==> src/pwm_front_regs.vh <==
// Register indices, field positions, reset values and APB timing of the PWM clock front end
`ifndef PWM_FRONT_REGS_VH
`define PWM_FRONT_REGS_VH
// Register indices; byte address on APB is four times the index
`define IDX_CLOCK_PRESCALE_CONCAT 8'h40
`define IDX_CLOCK_SELECT_POLARITY 8'h41
`define IDX_CHANNEL_ENABLE        8'h42
`define IDX_PRESCALE_COUNTER      8'h43
`define IDX_SCALE_VALUE_0         8'h44
`define IDX_SCALE_DOWN_COUNT_0    8'h45
`define IDX_SPECIAL_TEST_REG      8'h55
// Field positions
`define FLD_JOIN_UPPER_PAIR       7
`define FLD_JOIN_LOWER_PAIR       6
`define FLD_FIRST_PRESCALE_HI     5
`define FLD_FIRST_PRESCALE_LO     3
`define FLD_SECOND_PRESCALE_HI    2
`define FLD_SECOND_PRESCALE_LO    0
`define FLD_SCALED_SEL_LO         4
`define FLD_START_HIGH_LO         0
`define FLD_BLOCK_SCALE_RELOAD    5
// Reset values
`define RST_CLOCK_PRESCALE_CONCAT 8'h00
`define RST_CLOCK_SELECT_POLARITY 8'h00
`define RST_CHANNEL_ENABLE        4'h0
`define RST_PRESCALE_COUNTER      7'h00
`define RST_SCALE_VALUE_0         8'h00
`define RST_SPECIAL_TEST_REG      1'b0
// APB timing: cycles from the first access edge to pready
`define APB_WAIT_CYCLES           1
`endif

==> src/scale_divider.v <==
// Scaled clock generator: reloading down-counter plus final divide by two
`default_nettype none
module scale_divider (
  input  wire       clock_i,
  input  wire       rst_i,
  input  wire       src_tick_i,
  input  wire [7:0] scale_value_i,
  input  wire       load_i,
  output wire [7:0] count_o,
  output wire       scaled_tick_o
);
  reg [7:0] count_ff;
  reg       level_ff;
  wire      at_zero;

  assign at_zero = (count_ff == 8'h00);
  assign count_o = count_ff;
  // Rising edge of the scaled clock: one source tick per 2 x (scale + 1)
  assign scaled_tick_o = src_tick_i & at_zero & ~level_ff;

  always @(posedge clock_i or posedge rst_i) begin
    if (rst_i) begin
      count_ff <= 8'h00;
      level_ff <= 1'b0;
    end else if (load_i) begin
      count_ff <= scale_value_i;
    end else if (src_tick_i) begin
      if (at_zero) begin
        count_ff <= scale_value_i;
        level_ff <= ~level_ff;
      end else begin
        count_ff <= count_ff - 8'h01;
      end
    end
  end
endmodule // scale_divider
`default_nettype wire

==> src/channel_gate.v <==
// One channel: edge-synchronised clock gate and left-aligned output level
`default_nettype none
module channel_gate (
  input  wire clock_i,
  input  wire rst_i,
  input  wire enable_i,
  input  wire src_tick_i,
  input  wire start_high_i,
  input  wire period_start_i,
  input  wire duty_match_i,
  output wire active_o,
  output wire chan_tick_o,
  output wire wave_o
);
  reg active_ff;
  reg wave_ff;

  assign active_o    = active_ff;
  // Gate opens only on a tick of the selected source, so no partial tick
  assign chan_tick_o = src_tick_i & active_ff;
  assign wave_o      = wave_ff;

  always @(posedge clock_i or posedge rst_i) begin
    if (rst_i) begin
      active_ff <= 1'b0;
      wave_ff   <= 1'b0;
    end else begin
      // Closing at once cannot cut a one-cycle tick, and keeps the gate from
      // staying open while the prescaler is stopped
      if (src_tick_i | ~enable_i) begin
        active_ff <= enable_i;
      end
      if (active_ff & period_start_i) begin
        wave_ff <= start_high_i;
      end else if (active_ff & duty_match_i) begin
        wave_ff <= ~start_high_i;
      end else if (~active_ff) begin
        wave_ff <= start_high_i;
      end
    end
  end
endmodule // channel_gate
`default_nettype wire

==> src/pwm_clock_select_and_enable.v <==
// PWM clock front end: prescalers, scaled clocks, channel gating, pin takeover, APB registers
//
// The APB interface to the registers was decided locally.
`include "pwm_front_regs.vh"
`default_nettype none
module pwm_clock_select_and_enable (
  input  wire        clock_i,
  input  wire        rst_i,
  // APB slave
  input  wire        psel_i,
  input  wire        penable_i,
  input  wire        pwrite_i,
  input  wire [9:0]  paddr_i,
  input  wire [31:0] pwdata_i,
  output wire [31:0] prdata_o,
  output wire        pready_o,
  output wire        pslverr_o,
  // Chip mode, from logic on the same clock
  input  wire        special_mode_flag_i,
  // Scaled clock B path from the neighbouring scaler 1
  input  wire        scaled_tick_1_i,
  // Events from the channel counters
  input  wire [3:0]  period_start_i,
  input  wire [3:0]  duty_match_i,
  // General-purpose port side
  input  wire [3:0]  pin_direction_bits_i,
  input  wire [3:0]  port_data_i,
  input  wire [3:0]  pin_i,
  // Outputs
  output wire [3:0]  pin_o,
  output wire [3:0]  pin_oe_o,
  output wire [3:0]  pin_level_o,
  output wire [3:0]  chan_tick_o,
  output wire        clock_b_tick_o
);
  ////////////////////////////////////////////////////////////////////////////
  // Helpers
  // Divide-by-two-to-the-code tick from the shared prescaler count
  function prescale_tick;
    input [6:0] count;
    input [2:0] code;
    reg   [6:0] mask;
    begin
      mask          = (7'h7f >> (3'd7 - code));
      prescale_tick = ((count & mask) == mask);
    end
  endfunction

  // Write strobe of one register: a committed write that hits its index
  function reg_write;
    input       commit;
    input [7:0] index;
    input [7:0] target;
    begin
      reg_write = commit && (index == target);
    end
  endfunction

  ////////////////////////////////////////////////////////////////////////////
  // Registers
  reg  [7:0]  clock_prescale_concat_ff;
  reg  [7:0]  clock_select_polarity_ff;
  reg  [3:0]  channel_on_bit_ff;
  reg  [6:0]  prescale_counter_ff;
  reg  [7:0]  scale_value_0_ff;
  reg         block_scale_reload_ff;
  reg  [31:0] prdata_ff;
  reg         pready_ff;
  reg         pslverr_ff;
  reg  [31:0] nxt_prdata;
  reg         nxt_pslverr;

  wire [7:0]  reg_index;
  wire        addr_ok;
  wire        wr_commit;
  wire        rd_take;
  wire [7:0]  scale_down_count_0;

  assign reg_index = paddr_i[9:2];
  assign addr_ok   = (paddr_i[1:0] == 2'b00) &&
                     ((reg_index == `IDX_CLOCK_PRESCALE_CONCAT) ||
                      (reg_index == `IDX_CLOCK_SELECT_POLARITY) ||
                      (reg_index == `IDX_CHANNEL_ENABLE) ||
                      (reg_index == `IDX_PRESCALE_COUNTER) ||
                      (reg_index == `IDX_SCALE_VALUE_0) ||
                      (reg_index == `IDX_SCALE_DOWN_COUNT_0) ||
                      (reg_index == `IDX_SPECIAL_TEST_REG));
  // One wait state: pready rises on the edge after the first access edge
  assign rd_take   = psel_i & penable_i & ~pready_ff;
  assign wr_commit = psel_i & penable_i & pready_ff & pwrite_i & addr_ok;

  assign prdata_o  = prdata_ff;
  assign pready_o  = pready_ff;
  assign pslverr_o = pslverr_ff;

  always @* begin
    nxt_prdata  = 32'h0000_0000;
    nxt_pslverr = ~addr_ok;
    case (reg_index)
      `IDX_CLOCK_PRESCALE_CONCAT: nxt_prdata[7:0] = clock_prescale_concat_ff;
      `IDX_CLOCK_SELECT_POLARITY: nxt_prdata[7:0] = clock_select_polarity_ff;
      `IDX_CHANNEL_ENABLE:        nxt_prdata[3:0] = channel_on_bit_ff;
      `IDX_PRESCALE_COUNTER:      nxt_prdata[6:0] = prescale_counter_ff;
      `IDX_SCALE_VALUE_0:         nxt_prdata[7:0] = scale_value_0_ff;
      `IDX_SCALE_DOWN_COUNT_0:    nxt_prdata[7:0] = scale_down_count_0;
      `IDX_SPECIAL_TEST_REG:
        nxt_prdata[`FLD_BLOCK_SCALE_RELOAD] = block_scale_reload_ff;
      default:                    nxt_prdata = 32'h0000_0000;
    endcase
    if (pwrite_i | ~addr_ok) begin
      nxt_prdata = 32'h0000_0000;
    end
  end

  // Read data and error stand for the single pready cycle and are zero otherwise
  always @(posedge clock_i or posedge rst_i) begin
    if (rst_i) begin
      pready_ff  <= 1'b0;
      pslverr_ff <= 1'b0;
      prdata_ff  <= 32'h0000_0000;
    end else begin
      pready_ff <= rd_take;
      if (rd_take) begin
        prdata_ff  <= nxt_prdata;
        pslverr_ff <= nxt_pslverr;
      end else begin
        prdata_ff  <= 32'h0000_0000;
        pslverr_ff <= 1'b0;
      end
    end
  end

  wire scale_0_write;
  assign scale_0_write = reg_write(wr_commit, reg_index, `IDX_SCALE_VALUE_0);

  always @(posedge clock_i or posedge rst_i) begin
    if (rst_i) begin
      clock_prescale_concat_ff <= `RST_CLOCK_PRESCALE_CONCAT;
      clock_select_polarity_ff <= `RST_CLOCK_SELECT_POLARITY;
      channel_on_bit_ff        <= `RST_CHANNEL_ENABLE;
      scale_value_0_ff         <= `RST_SCALE_VALUE_0;
      block_scale_reload_ff    <= `RST_SPECIAL_TEST_REG;
    end else begin
      if (reg_write(wr_commit, reg_index, `IDX_CLOCK_PRESCALE_CONCAT)) begin
        clock_prescale_concat_ff <= pwdata_i[7:0];
      end
      if (reg_write(wr_commit, reg_index, `IDX_CLOCK_SELECT_POLARITY)) begin
        clock_select_polarity_ff <= pwdata_i[7:0];
      end
      if (reg_write(wr_commit, reg_index, `IDX_CHANNEL_ENABLE)) begin
        channel_on_bit_ff <= pwdata_i[3:0];
      end
      if (scale_0_write) begin
        scale_value_0_ff <= pwdata_i[7:0];
      end
      // Test bits exist only in special mode and clear themselves outside it
      if (~special_mode_flag_i) begin
        block_scale_reload_ff <= 1'b0;
      end else if (reg_write(wr_commit, reg_index, `IDX_SPECIAL_TEST_REG)) begin
        block_scale_reload_ff <= pwdata_i[`FLD_BLOCK_SCALE_RELOAD];
      end
    end
  end

  ////////////////////////////////////////////////////////////////////////////
  // Shared prescaler and clocks A and B
  wire       prescale_run;
  wire       prescale_write;
  wire [2:0] first_prescale_code;
  wire [2:0] second_prescale_code;
  wire       clock_a_tick;
  wire       clock_b_tick;
  reg        clock_b_tick_ff;

  assign first_prescale_code  =
    clock_prescale_concat_ff[`FLD_FIRST_PRESCALE_HI:`FLD_FIRST_PRESCALE_LO];
  assign second_prescale_code =
    clock_prescale_concat_ff[`FLD_SECOND_PRESCALE_HI:`FLD_SECOND_PRESCALE_LO];
  // Saves power: nothing downstream moves while every channel is off
  assign prescale_run   = |channel_on_bit_ff;
  assign prescale_write = reg_write(wr_commit, reg_index, `IDX_PRESCALE_COUNTER) &&
                          special_mode_flag_i;
  assign clock_a_tick = prescale_run &
                        prescale_tick(prescale_counter_ff, first_prescale_code);
  assign clock_b_tick = prescale_run &
                        prescale_tick(prescale_counter_ff, second_prescale_code);

  always @(posedge clock_i or posedge rst_i) begin
    if (rst_i) begin
      prescale_counter_ff <= `RST_PRESCALE_COUNTER;
      clock_b_tick_ff     <= 1'b0;
    end else begin
      clock_b_tick_ff <= clock_b_tick;
      if (prescale_write) begin
        prescale_counter_ff <= pwdata_i[6:0];
      end else if (prescale_run) begin
        prescale_counter_ff <= prescale_counter_ff + 7'h01;
      end
    end
  end
  // Clock B is handed to the neighbouring scaler 1, which returns S1
  assign clock_b_tick_o = clock_b_tick_ff;

  ////////////////////////////////////////////////////////////////////////////
  // Scaled clock S0
  wire       scaled_tick_0;
  wire       scale_0_load;
  wire [7:0] scale_0_src;

  // A write loads the counter with bus data unless block_scale_reload_ff is set in special mode; every later reload takes the held
  // scale value, so the counter never picks up unrelated bus traffic
  assign scale_0_load = scale_0_write &
                        ~(special_mode_flag_i & block_scale_reload_ff);
  assign scale_0_src  = scale_0_load ? pwdata_i[7:0] : scale_value_0_ff;

  scale_divider u_scale_0 (
    .clock_i       (clock_i),
    .rst_i         (rst_i),
    .src_tick_i    (clock_a_tick),
    .scale_value_i (scale_0_src),
    .load_i        (scale_0_load),
    .count_o       (scale_down_count_0),
    .scaled_tick_o (scaled_tick_0)
  );

  ////////////////////////////////////////////////////////////////////////////
  // Channel clock selection, concatenation and gating
  // Events of a joined pair arrive on the high-byte channel, ch0 or ch2
  wire [3:0] scaled_sel;
  wire [3:0] own_src;
  wire [3:0] src_tick;
  wire [3:0] gated_tick;
  wire [3:0] wave;
  wire [3:0] active;
  wire       join_upper_pair;
  wire       join_lower_pair;

  assign scaled_sel      = clock_select_polarity_ff[`FLD_SCALED_SEL_LO +: 4];
  assign join_upper_pair = clock_prescale_concat_ff[`FLD_JOIN_UPPER_PAIR];
  assign join_lower_pair = clock_prescale_concat_ff[`FLD_JOIN_LOWER_PAIR];

  // A changed select takes effect at once, which may cut one pulse short
  assign own_src[0] = scaled_sel[0] ? scaled_tick_0 : clock_a_tick;
  assign own_src[1] = scaled_sel[1] ? scaled_tick_0 : clock_a_tick;
  assign own_src[2] = scaled_sel[2] ? scaled_tick_1_i : clock_b_tick;
  assign own_src[3] = scaled_sel[3] ? scaled_tick_1_i : clock_b_tick;

  assign src_tick[0] = join_lower_pair ? own_src[1] : own_src[0];
  assign src_tick[1] = own_src[1];
  assign src_tick[2] = join_upper_pair ? own_src[3] : own_src[2];
  assign src_tick[3] = own_src[3];

  // One gate per channel; the low byte of a joined pair keeps its own gate
  genvar k;
  generate
    for (k = 0; k < 4; k = k + 1) begin : g_chan
      channel_gate u_gate (
        .clock_i        (clock_i),
        .rst_i          (rst_i),
        .enable_i       (channel_on_bit_ff[k]),
        .src_tick_i     (src_tick[k]),
        .start_high_i   (clock_select_polarity_ff[`FLD_START_HIGH_LO + k]),
        .period_start_i (period_start_i[k]),
        .duty_match_i   (duty_match_i[k]),
        .active_o       (active[k]),
        .chan_tick_o    (gated_tick[k]),
        .wave_o         (wave[k])
      );
    end
  endgenerate

  ////////////////////////////////////////////////////////////////////////////
  // Pin takeover and input sampling
  reg  [3:0] pin_ff;
  reg  [3:0] pin_oe_ff;
  reg  [3:0] chan_tick_ff;
  reg  [3:0] sync1_ff;
  reg  [3:0] sync2_ff;
  reg  [3:0] sync3_ff;
  reg  [3:0] pin_level_ff;
  wire [3:0] pwm_owns;
  wire [3:0] pwm_shows;

  // Low byte of a joined pair gives its pin back to the port
  assign pwm_owns  = channel_on_bit_ff &
                     ~{join_upper_pair, 1'b0, join_lower_pair, 1'b0};
  // Waveform reaches the pin only once the gate has seen a source tick
  assign pwm_shows = pwm_owns & active;

  always @(posedge clock_i or posedge rst_i) begin
    if (rst_i) begin
      pin_ff       <= 4'h0;
      pin_oe_ff    <= 4'h0;
      chan_tick_ff <= 4'h0;
    end else begin
      pin_ff       <= (pwm_shows & wave) | (~pwm_shows & port_data_i);
      pin_oe_ff    <= pwm_owns | pin_direction_bits_i;
      chan_tick_ff <= gated_tick;
    end
  end

  // Pin sampler: only the second and third stages feed logic, since the first may
  // still be settling from a metastable capture
  always @(posedge clock_i or posedge rst_i) begin
    if (rst_i) begin
      sync1_ff     <= 4'h0;
      sync2_ff     <= 4'h0;
      sync3_ff     <= 4'h0;
      pin_level_ff <= 4'h0;
    end else begin
      sync1_ff     <= pin_i;
      sync2_ff     <= sync1_ff;
      sync3_ff     <= sync2_ff;
      // A new level counts once two stages agree; a disagreement keeps the old level
      pin_level_ff <= (sync2_ff & sync3_ff) | ((sync2_ff ^ sync3_ff) & pin_level_ff);
    end
  end

  assign pin_o       = pin_ff;
  assign pin_oe_o    = pin_oe_ff;
  assign pin_level_o = pin_level_ff;
  assign chan_tick_o = chan_tick_ff;
endmodule // pwm_clock_select_and_enable
`default_nettype wire

==> config.mk <==
export PLATFORM = sky130hd
export DESIGN_NAME = pwm_clock_select_and_enable
export DESIGN_NICKNAME = d
export VERILOG_FILES = /design/src/scale_divider.v /design/src/channel_gate.v /design/src/pwm_clock_select_and_enable.v
export VERILOG_INCLUDE_DIRS = /design/src /design/src/src
export SDC_FILE = /design/constraint.sdc
export NUM_CORES = 1
export LEC_CHECK = 0
export ABC_AREA = 1
export CELL_PAD_IN_SITES_DETAIL_PLACEMENT = 0
export CELL_PAD_IN_SITES_GLOBAL_PLACEMENT = 1
export CORE_MARGIN = 2
export CORE_UTILIZATION = 50
export DETAILED_ROUTE_END_ITERATION = 8
export DONT_BUFFER_PORTS = 1
export PLACE_DENSITY_LB_ADDON = 0.1
export SKIP_CTS_REPAIR_TIMING = 1
export SLEW_MARGIN = 25
export SYNTH_ARGS = -nofsm -noshare
export SYNTH_HDL_FRONTEND = slang
export SYNTH_SLANG_ARGS = --single-unit
==> constraint.sdc <==
create_clock -name clock_i -period 8.7 [get_ports clock_i]
set_clock_uncertainty 0.15 [all_clocks]
set_input_delay 1.74 -clock clock_i [delete_from_list [all_inputs] [get_ports clock_i]]
set_output_delay 1.74 -clock clock_i [all_outputs]
set_load 0.05 [all_outputs]
# Yosys cells after proc, flatten, opt, wreduce, memory -nomap -nowiden
# Cells that the tools add are included.
[op_classes] add_sub_neg=4 reduce_logical=20 eq_ne=14 n_mux=34 bitwise_logic=55 shifts=2
[op_table] cell="$eq A8 B7 Y1 const B" count=7
[op_table] cell="$mux W8" count=5
[op_table] cell="$mux W32" count=1
[op_table] cell="$and A4 B4 Y4" count=6
[op_table] cell="$pmux W4 S6" count=1
[op_table] cell="$and A1 B1 Y1" count=23
[op_table] cell="$mux W1" count=21
[op_table] cell="$and A7 B7 Y7" count=2
[op_table] cell="$eq A7 B7 Y1" count=2
[op_table] cell="$mux W7" count=2
[op_table] cell="$shr A7 B3 Y7 const A" count=2
[op_table] cell="$not A1 Y1" count=13
[op_table] cell="$ne A3 B3 Y1 const B" count=4
[op_table] cell="$or A4 B4 Y4" count=3
[op_table] cell="$pmux W1 S5" count=2
[op_table] cell="$logic_and A1 B1 Y1" count=8
[op_table] cell="$logic_not A8 Y1" count=1
[op_table] cell="$not A4 Y4" count=2
[op_table] cell="$sub A8 B1 Y8 const B" count=1
[op_table] cell="$add A7 B1 Y7 const B" count=1
[op_table] cell="$logic_or A1 B1 Y1" count=6
[op_table] cell="$pmux W1 S6" count=1
[op_table] cell="$sub A3 B3 Y3 const A" count=2
[op_table] cell="$or A1 B1 Y1" count=5
[op_table] cell="other kinds (7)" count=8
[word_totals] out_inout_bits=51 word_cells=156 input_bits=69 ff_bits=116

# Depth between registers and ports, before layout
# Gate-level depths: netlist (run 1).
[depth] ltp_word=15 depth_mapped=12 ltp_nobuf=12

# Hierarchy
# A second synthesis (run 1) with hierarchy kept.
[hier_totals] cells_unflattened=634 hier_area_um2=5046.1
[modules_own_cells] module="pwm_clock_select_and_enable" area_each_um2=3940.0 cells_per_inst=477 n_inst=1
[modules_own_cells] module="scale_divider" area_each_um2=675.6 cells_per_inst=97 n_inst=1
[modules_own_cells] module="channel_gate" area_each_um2=107.6 cells_per_inst=15 n_inst=4

# Worst setup path before layout (run 1)
# OpenSTA, ideal clock, no wires.
[synth_path] path_type="in2reg" from="in paddr_i[9]" to="reg u_scale_0.count_ff[0], in the netlist u_scale_0.count_o[0]" path_slack_ns=5.516 cell_stages=11 required_time_ns=8.420 path_buffers=1 arrival_ns=2.904 path_cell_list="inv_2 nand2_2 nor2_4 nand2_2 nand2_1 nor2_2 nor2_8 nand4_2 buf_2 nand3_1 nand3_1"
[synth_via] elab_chain_len=15
[synth_rtl] item="start: declaration" line="pwm_clock_select_and_enable.v:13" text="input wire [9:0] paddr_i,"
[synth_rtl] item="$eq A8 B7 Y1"
[synth_rtl] item="$logic_or A1 B1 Y1 (6 in series)" line="pwm_clock_select_and_enable.v:81" text="((reg_index == `IDX_CLOCK_PRESCALE_CONCAT) ||"
[synth_rtl] item="$logic_and A1 B1 Y1" line="pwm_clock_select_and_enable.v:80" text="assign addr_ok = (paddr_i[1:0] == 2'b00) &&"
[synth_rtl] item="$and A1 B1 Y1" line="pwm_clock_select_and_enable.v:90" text="assign wr_commit = psel_i & penable_i & pready_ff & pwrite_i & addr_ok;"
[synth_rtl] item="$logic_and A1 B1 Y1 (*)" line="pwm_clock_select_and_enable.v:55" text="reg_write = commit && (index == target);"
[synth_rtl] item="$and A1 B1 Y1 (*)" line="pwm_clock_select_and_enable.v:212" text="assign scale_0_load = scale_0_write &"
[synth_rtl] item="$mux W8" line="pwm_clock_select_and_enable.v:214" text="assign scale_0_src = scale_0_load ? pwdata_i[7:0] : scale_value_0_ff;"
[synth_rtl] item="$mux W8" line="scale_divider.v:28" text="if (at_zero) begin"
[synth_rtl] item="$mux W8" line="scale_divider.v:27" text="end else if (src_tick_i) begin"
[synth_rtl] item="$mux W8" line="scale_divider.v:25" text="end else if (load_i) begin"
[synth_rtl] item="end signal: assignment" line="scale_divider.v:26" text="count_ff <= scale_value_i;"
[synth_rtl] item="end signal: assignment" line="scale_divider.v:29" text="count_ff <= scale_value_i;"
[synth_rtl] item="end signal: assignment" line="scale_divider.v:32" text="count_ff <= count_ff - 8'h01;"
[synth_rtl] item="end: declaration" line="scale_divider.v:12" text="reg [7:0] count_ff;"
# Mark *: on every way between the ends. The rest lies on a longest branch, timed or not. The select of a mux whose other input is x is not followed.
# A chain may end at the register's enable or synchronous reset.

# Worst setup path in the final report (run 1)
[layout_path] from="in paddr_i[9]" to="reg u_scale_0.count_ff[2], in the netlist u_scale_0.count_o[2]"
# The elaborated chain is that of the path after synthesis.

==> results of run 1 <==
## per-stage QoR
stage	area (sq um)	cells
2_1_floorplan	4690	566
3_3_place_gp	4610	646
3_5_place_dp	4610	646
4_1_cts	4800	662
5_1_grt	4800	662
6_report	4800	662
## sequential cells by signal (all words and copies together) (netlist names)
| name | cells |
|---|---|
| block_scale_reload_ff | 1 |
| chan_tick_o | 4 |
| channel_on_bit_ff | 4 |
| clock_b_tick_o | 1 |
| clock_prescale_concat_ff | 8 |
| clock_select_polarity_ff | 8 |
| g_chan.u_gate.active_o | 4 |
| g_chan.u_gate.wave_o | 4 |
| pin_level_o | 4 |
| pin_o | 4 |
| pin_oe_o | 4 |
| prdata_o | 8 |
| pready_o | 1 |
| prescale_counter_ff | 7 |
| pslverr_o | 1 |
| scale_value_0_ff | 8 |
| sync1_ff | 4 |
| sync2_ff | 4 |
| sync3_ff | 4 |
| u_scale_0.count_o | 8 |
| u_scale_0.level_ff | 1 |
## per-layer routing
layer / part of all wire, % / vias up / routed length (um) / global-route usage (%)
li1: - / 1748 / - / -
met1: 46 / 1694 / 5030 / 31.6
met2: 45 / 131 / 4880 / 35.7
met3: 6.9 / 14 / 746 / 4.18
met4: 1.7 / 0 / 180 / 8.75
met5: 0 / - / 0 / 0
## path summary, 6_finish.rpt
kind / start / endpoint / slack [ns] / cells past startpoint
max: paddr_i[9] / u_scale_0.count_o[2]$_DFFE_PP0P_ / 5.53 / 8
min: sync1_ff[1]$_DFF_PP0_ / sync2_ff[1]$_DFF_PP0_ / 0.21 / 0
max reg2reg: pready_o$_DFF_PP0_ / u_scale_0.count_o[2]$_DFFE_PP0P_ / 6.38 / 5
min reg2reg: sync1_ff[1]$_DFF_PP0_ / sync2_ff[1]$_DFF_PP0_ / 0.21 / 0
max in group asynchronous: rst_i / g_chan[3].u_gate.wave_o$_DFFE_PP0P_ / 6.19 / 2
min in group asynchronous: rst_i / sync3_ff[0]$_DFF_PP0_ / 1.02 / 1
## cells in the final DEF, fill, tap and decap left out, types with 2 or more instances in the layout
cell      netlist  final
nand4_1         7      7
o22ai_1        20     20
inv_2           4      4
nand2_2         3      3
nor2_1         38     38
o21bai_1        2      2
dfrtp_1        92     92
clkbuf_8        0      9
xor2_1          6      6
nor3_1          8      8
o211ai_1       10     10
o21ai_0        30     30
nand3_1        51     51
nor2_4          4      4
nand2_1       100    100
nand4_2         3      3
a21oi_1        10     10
o21ai_1        26     26
clkinv_4        0      3
or2_2           2      2
nor2_2          2      2
inv_1          74     73
a21o_1          4      4
ha_1            7      7
a211oi_1        2      2
conb_1          1     24
## final cells by class
class / instances / share of cell area [%]
Clock inverter: 7 / 1.46
Tap cell: 111 / 2.89
Multi-Input combinational cell: 364 / 38.8
Timing Repair Buffer: 1 / 0.156
Inverter: 78 / 6.15
Sequential cell: 92 / 48.0
Clock buffer: 9 / 2.58
## kinds of logic after synthesis
kind of cell    Yosys count  share of synthesized area [%]
buf+inv                 110                           11.4
flops                    92                           50.0
mux                       1                          0.245
xor+xnor                  7                           1.33
other cells               1                         0.0815
fa+ha+maj                 7                           1.90
compound gates          104                           12.8
simple gates            221                           22.2
## report_power, final
group          leakage [nW]  internal [mW]  switching, mW
Sequential             1.03          0.436         0.0215
Clock                0.0947          0.111          0.168
Combinational          1.28        0.00836         0.0419
Total                  2.40          0.555          0.232
## critical path: cells and delay by family
kind / cells / cell delay [ns]
AND/OR/NAND/NOR: 5 / 1.08
AO/OA/AOI/OAI: 1 / 0.26
buffers and inverters: 2 / 0.19
==> impl_metrics.toml, run 1 <==
[status]
run_status = "finished, final reports clean"

[synthesis]
synth_cell_types = 31
synth_enable_flop_cells = 0
synth_area_sq_um = 4600
yosysTopAreaCellShare_pct = 50.0
yosys.area.top_type = "dfrtp_1"
async_flop_share_pct = 100
ys_ff_latch = 92
ys.flop_type = "dfrtp_1"
avgSynthCellArea_sq_um = 8.47
yosysWarnings = 0
post-synth-top-count-cell = "nand2_1"
synthTopCellsByArea = "dfrtp_1 (50%), nand2_1 (8.2%), inv_1 (6.0%)"
synthCells = 543
yosysSeqAreaShare_pct = 50.0
synth_common_cells = "nand2_1 (100), dfrtp_1 (92), inv_1 (74)"

[routing]
drc = 0
wire_per_inst_um = 16.4
ant_nets = 0
vias_per_cell = 5.42
first_pass_iters = 5
vias = 3587
drt_iter0_markers = 229
routed_wirelength_mm = 10.8

[sta]
slew_viol_final = 0
layout_worst_path_cycle_share_pct = 36.5
slew_headroom_pct = 39.8
clock.fmax_mhz = 315
fin_crit_ns = 3.17
final-hold-violation-count = 0
setup_violations = 0
setup_tns_ns = 0
holdWs_ns = 0.214
rsz0062_at_grt = "no"
tightestPinTransition_ns = 0.904
setup_ws_ns = 5.53

[layout]
post-route-util_pct = 53.0
area_growth_pct = 4.32
multi_input_area_sq_um = 1860
final_nets = 622
register_area_sq_um = 2300
final_layout_size_suffix_gt1_share_pct = 7.08
fillCellCount = 877
diodes = 0

[cts]
cts_sinks = 92
clock_latency_ns = 0.37
h-tree-depth = 3
clock-root-buffer = "clkbuf_8"
clkSlewWorstSetupHoldPaths_ns = 0.10
clockBufferDepth = 2
numCtsBuffers = 9
cts_tree = "built"

[power]
p_leak_nw = 2.40
power_uw = 786
ir_worst_vdd_mv = 0.0677
powerDensity_nw_per_um2 = 164

[critical_path]
cp.arrival_ns = 3.28
required_ns = 8.80
crit_chain = "inv_2 -> nand2_2 -> nor2_4 -> nand2_1 -> inv_1 -> nand4_2 -> o211ai_1 -> nand3_1"
cp-end-kind = "register"
cpPeakStageDelay_ns = 0.41
cp_max_fo = 18
cpMaxStageDelayCell = "nand4_2"
start_kind = "input port"
critPathKind = "in -> reg"

[floorplan]
die_h_um = 99.9
die_w_um = 99.9
io_pins = 120
dieArea_sq_um = 9990
core_sq_um = 9060
initial_core_util_pct = 50.8
rows = 35

[grt]
track_usage_pct = 22.8
grt-ovfl-total = 0
antenna_found_initial = 0
grt_first_pass_wirelength_mm = 17.7
grt_pass1_vias = 3430
grt_max_degree = 72

[worst_hold_path]
hp-class = "reg -> reg"

[placed_design]
place.gp.congestion = 0.881
dp_hpwl_mm = 7.77
io_buffers = 0
dpl_worst_slack_ns = 5.14

[flow_run]
maxCapViolations = 0
Power figures use the tool's default switching activity.
==> run 2, diff against run 1 <==
ABC_AREA = 0   (was 1)
CORE_UTILIZATION = 49   (was 50)
clock period = 3.1 ns   (was 8.7 ns; I/O delays follow)
==> run 2 against run 1 <==
Clock-buffer cell count is 1 higher. Global-route usage shrank 1.9 points. Hold slack worse by 0.15 ns. Sequential cell count did not move. Via count is 16% lower. Cell count down 22%. Sequential power rose to 2.9 times the previous value. Final area decreased by 0.39%. Synthesized cell count decreased by 26%.
==> impl_metrics.toml, run 2 <==
[status]
run_status = "finished, final reports clean"

[synthesis]
avgSynthCellArea_sq_um = 11.2
async_flop_share_pct = 100
synth_cell_types = 51
synth_common_cells = "dfrtp_1 (92), mux2_2 (38), nand2_1 (37)"
yosysSeqAreaShare_pct = 51.1
yosysWarnings = 0
yosys.area.top_type = "dfrtp_1"
synthTopCellsByArea = "dfrtp_1 (51%), mux2_2 (9.5%), buf_4 (4.0%)"
post-synth-top-count-cell = "dfrtp_1"
synth_area_sq_um = 4500
synthCells = 401
ys.flop_type = "dfrtp_1"
yosysTopAreaCellShare_pct = 51.1
ys_ff_latch = 92
synth_enable_flop_cells = 0

[layout]
diodes = 0
mostFrequentLayoutCells = "dfrtp_1 (92), mux2_2 (38), nand2_1 (37)"
fillCellCount = 776
final_nets = 481
mostFrequentLayoutCell = "dfrtp_1"
area_growth_pct = 6.20
final_layout_size_suffix_gt1_share_pct = 17.6

[critical_path]
critPathKind = "reg -> reg"
start_kind = "register"
required_ns = 3.18
cp-end-kind = "register"
cp_max_fo = 12
cpPeakStageDelay_ns = 0.63
r2r_slack_ns = 0.58
crit_chain = "nor4_1 -> nand2_1 -> a2111oi_0 -> o31ai_1"
cp_num_buf_inv = 0
reg2reg_depth = 4
cp.arrival_ns = 2.59
rr_startpoint = "u_scale_0.count_o[3]$_DFFE_PP0P_"
cpMaxStageDelayCell = "a2111oi_0"
cp_top_family = "simple AND/OR/NAND/NOR gates"
timing.rr.end = "u_scale_0.count_o[0]$_DFFE_PP0P_"

[sta]
clock.fmax_mhz = 398
final-hold-violation-count = 0
fin_crit_ns = 2.52
layout_worst_path_cycle_share_pct = 81.1
slew_viol_final = 0
rsz0062_at_grt = "no"
holdWs_ns = 0.0598
tightestPinTransition_ns = 0.759
slew_headroom_pct = 49.4
setup_violations = 0
setup_tns_ns = 0

[floorplan]
dieArea_sq_um = 9970
io_pins = 120
die_h_um = 99.9
core_sq_um = 8810
die_w_um = 99.9
initial_core_util_pct = 51.1
rows = 34

[cts]
cts_sinks = 92
h-tree-depth = 3
numCtsBuffers = 9
clockBufferDepth = 2
cts_tree = "built"
clkSlewWorstSetupHoldPaths_ns = 0.10
clock-root-buffer = "clkbuf_8"
clock_latency_ns = 0.36

[placed_design]
place.gp.congestion = 0.883
io_buffers = 0
dp_hpwl_mm = 7.29

[routing]
first_pass_iters = 4
vias_per_cell = 5.80
drc = 0
ant_nets = 0
routed_wirelength_mm = 9.87
drt_iter0_markers = 108
vias = 3004
wire_per_inst_um = 19.0

[grt]
grtUsageMet1_pct = 29.7
busiest_layer = "met2"
met3_usage_pct = 4.32
antenna_found_initial = 0
track_usage_pct = 20.8
use_met2_pct = 32.2
grt-ovfl-total = 0
grt_pass1_vias = 2913
grt_max_degree = 42
grt_first_pass_wirelength_mm = 16.0

[power]
power_mw = 2.40
powerDensity_nw_per_um2 = 501
ir_worst_vdd_mv = 0.258
p_leak_nw = 2.15

[worst_hold_path]
hp-class = "in -> async"

[flow_run]
maxCapViolations = 0
==> run 2: cell count changes in the layout (fill, tap and decap cells not counted), sizes merged, moves of 13 or more <==
| cell | before | now |
|---|---|---|
| inv | 80 | 13 |
| nand2 | 104 | 37 |
| nand3 | 51 | 5 |
| mux2 | 1 | 41 |
| o21ai | 56 | 29 |
| nor2 | 45 | 20 |
| o22ai | 20 | 0 |
| o31ai | 0 | 13 |
==> run 2: cell type report <==
type / count / area (sq um) / area share, %
Timing Repair Buffer: 6 / 57.6 / 1.20
Multi-Input combinational cell: 283 / 2010 / 42.1
Tap cell: 108 / 135 / 2.83
Clock inverter: 6 / 95.1 / 1.99
Clock buffer: 10 / 128 / 2.67
Inverter: 13 / 52.6 / 1.10
Sequential cell: 92 / 2300 / 48.1
==> run 2: kinds of logic (layout without fill, tap and decap cells) <==
kind of cell / after synthesis / in the layout / share of synthesized area (%)
flops: 92 / 92 / 51.1
simple gates: 111 / 111 / 12.8
xor+xnor: 7 / 7 / 1.36
buf+inv: 49 / 35 / 6.11
other cells: 1 / 24 / 0.0833
compound gates: 84 / 84 / 12.3
fa+ha+maj: 7 / 7 / 1.94
mux: 50 / 50 / 14.2
==> run 2: worst reg2reg max path, cell delays in order (launching register included) <==
cell and delay (ns):
dfrtp_1 0.49, nor4_1 0.60, nand2_1 0.41, a2111oi_0 0.63, o31ai_1 0.11
==> run 2: worst max path at each step <==
stage | start | endpoint | slack, ns | depth (start not counted)
after floorplan | paddr_i[5] | prdata_o[4]$_DFF_PP0_ | 0.51 | 6
after global placement | paddr_i[5] | scale_value_0_ff[2]$_DFFE_PP0P_ | 0.35 | 4
after detailed placement | paddr_i[5] | scale_value_0_ff[1]$_DFFE_PP0P_ | 0.39 | 4
after CTS | u_scale_0.count_o[3]$_DFFE_PP0P_ | u_scale_0.count_o[0]$_DFFE_PP0P_ | 0.62 | 4
after global routing | u_scale_0.count_o[3]$_DFFE_PP0P_ | u_scale_0.count_o[0]$_DFFE_PP0P_ | 0.36 | 4
final | u_scale_0.count_o[3]$_DFFE_PP0P_ | u_scale_0.count_o[0]$_DFFE_PP0P_ | 0.58 | 4
==> run 2: per-layer routing <==
| layer | part of all wire, % | vias up |
|---|---|---|
| met1 | 45 | 1493 |
| met5 | 0 | - |
| met2 | 47 | 85 |
| met3 | 5.7 | 11 |
| li1 | - | 1415 |
| met4 | 1.6 | 0 |
==> run 2: stage by stage <==
step                cells  utilization [%]  setup WS [ns]  cell area [sq um]
detailed placement    502             51.8          0.393               4560
global route          518             54.3          0.362               4780
floorplan             424                -          0.507               4590
CTS                   518             54.3          0.618               4780
finish                518             54.3          0.585               4780
global placement      502             51.8          0.355               4560
==> run 2: power breakdown <==
group | total, mW | switching [mW] | internal, mW
combinational | 0.187 | 0.134 | 0.0534
sequential | 1.31 | 0.0739 | 1.23
clock | 0.903 | 0.439 | 0.464
==> run 3, diff against run 2 <==
CORE_UTILIZATION = 44   (was 49)
clock period = 2.2 ns   (was 3.1 ns; I/O delays follow)
==> run 3 against run 2 <==
Register-to-register slack worse by 0.40 ns. Hold slack worse by 0.058 ns. Die area is 11% higher. Critical path type is now in -> reg. Cell count is 13% higher. Global-route usage is 0.30 points lower. Clock-buffer cell count is 1 higher. First-iteration DRC count is 20% higher. Sequential cell count stayed put.
==> impl_metrics.toml, run 3 (synthesis gave the netlist of run 2 again) <==
[sta]
setup_tns_ns = 0
tightestPinTransition_ns = 0.836
clock.fmax_mhz = 477
final-hold-violation-count = 0
slew_viol_final = 0
rsz0062_at_grt = "no"
slew_headroom_pct = 44.2
fin_crit_ns = 2.10
setup_violations = 0
layout_worst_path_cycle_share_pct = 95.3

[floorplan]
initial_core_util_pct = 45.6
dieArea_sq_um = 11100
rows = 36
die_h_um = 105
core_sq_um = 9860
die_w_um = 105
io_pins = 120

[critical_path]
critPathKind = "in -> reg"
required_ns = 2.34
cp-end-kind = "register"
cpMaxStageDelayCell = "or4b_4"
crit_chain = "or4b_4 -> a211o_1 -> or4_4 -> or3_1 -> nor2_1"
cp.arrival_ns = 2.24
cp_max_fo = 6
cpPeakStageDelay_ns = 0.52
start_kind = "input port"

[routing]
first_pass_iters = 4
ant_nets = 0
vias_per_cell = 5.38
vias = 3140
wire_per_inst_um = 18.4
drc = 0
routed_wirelength_mm = 10.8
drt_iter0_markers = 130

[layout]
area_growth_pct = 14.2
final_layout_size_suffix_gt1_share_pct = 23.9
mostFrequentLayoutCells = "dfrtp_1 (91), mux2_2 (38), buf_4 (38)"
mostFrequentLayoutCell = "dfrtp_1"
final_nets = 522
fillCellCount = 873
diodes = 0

[placed_design]
io_buffers = 0
place.gp.congestion = 0.840
dp_hpwl_mm = 7.99

[cts]
numCtsBuffers = 9
clockBufferDepth = 2
cts_tree = "built"
clock_latency_ns = 0.37
clock-root-buffer = "clkbuf_8"
clkSlewWorstSetupHoldPaths_ns = 0.09
h-tree-depth = 3
cts_sinks = 92

[power]
powerDensity_nw_per_um2 = 644
power_mw = 3.31
p_leak_nw = 2.34
ir_worst_vdd_mv = 0.246

[grt]
track_usage_pct = 20.5
grt_max_degree = 32
antenna_found_initial = 0
grt-ovfl-total = 0
grt_first_pass_wirelength_mm = 17.5
grt_pass1_vias = 3192

[worst_hold_path]
hp-class = "in -> reg"

[flow_run]
maxCapViolations = 0

[status]
run_status = "finished, final reports clean"
## run 3: changes by cell type in the layout (fill, tap and decap cells not counted), sizes merged
| cell | before | now |
|---|---|---|
| bufinv | 2 | 1 |
| inv | 13 | 12 |
| dlygate4sd3 | 0 | 6 |
| clkinvlp | 1 | 2 |
| clkbuf | 10 | 11 |
| buf | 6 | 41 |
## run 3: final timing paths
path / start / to / slack, ns / cells after the start
min in group asynchronous: rst_i / channel_on_bit_ff[3]$_DFFE_PP0P_ / 0.47 / 2
hold / removal: pin_direction_bits_i[3] / pin_oe_o[3]$_DFF_PP0_ / 0.002 / 1
setup reg to reg: pready_o$_DFF_PP0_ / channel_on_bit_ff[2]$_DFFE_PP0P_ / 0.18 / 6
setup / recovery: paddr_i[5] / prdata_o[4]$_DFF_PP0_ / 0.10 / 5
max in group asynchronous: rst_i / clock_select_polarity_ff[7]$_DFFE_PP0P_ / 0.73 / 3
hold reg to reg: sync1_ff[2]$_DFF_PP0_ / sync2_ff[2]$_DFF_PP0_ / 0.20 / 0
## run 3: where the power goes
part           total [mW]  switching (mW)  internal, mW
clock                1.17           0.608         0.561
sequential           1.83          0.0968          1.74
combinational       0.308           0.203         0.106
total                3.31           0.908          2.40
## run 3: metal layers
metal  wire, um  GRT usage [%]
met1       4970           27.8
met4        141           7.71
met5          0              0
met3        467           3.43
met2       5200           33.2
## run 3: area by class of cell
| cell class | count | area, sq um | share of cell area [%] |
|---|---|---|---|
| multi-input cells | 283 | 2010 | 39.1 |
| repair buffers | 47 | 405 | 7.89 |
| clock buffers | 11 | 141 | 2.75 |
| inverters | 13 | 52.6 | 1.02 |
| clock inverters | 5 | 60.1 | 1.17 |
| flip-flops and latches | 92 | 2300 | 44.8 |
| well taps | 133 | 166 | 3.24 |
## run 3: worst max-delay path: cells and delay by family
| kind | cells | cell delay (ns) |
|---|---|---|
| and+or+nand+nor | 4 | 1.53 |
| AOI/OAI and AO/OA | 1 | 0.26 |
## run 3: metrics by stage
| stage | utilization, % | instance area [sq um] | std cells | setup slack (ns) | hold slack, ns |
|---|---|---|---|---|---|
| after detailed placement | 49.5 | 4880 | 562 | -0.279 | 0.186 |
| after global placement | 49.5 | 4880 | 562 | -0.238 | 0.184 |
| final | 52.1 | 5140 | 584 | 0.102 | 0.00172 |
| after global routing | 52.1 | 5140 | 584 | 0.00899 | 0.000399 |
| after floorplan | - | 4590 | 424 | -0.212 | 0.181 |
| after CTS | 51.5 | 5080 | 578 | 0.102 | -0.131 |
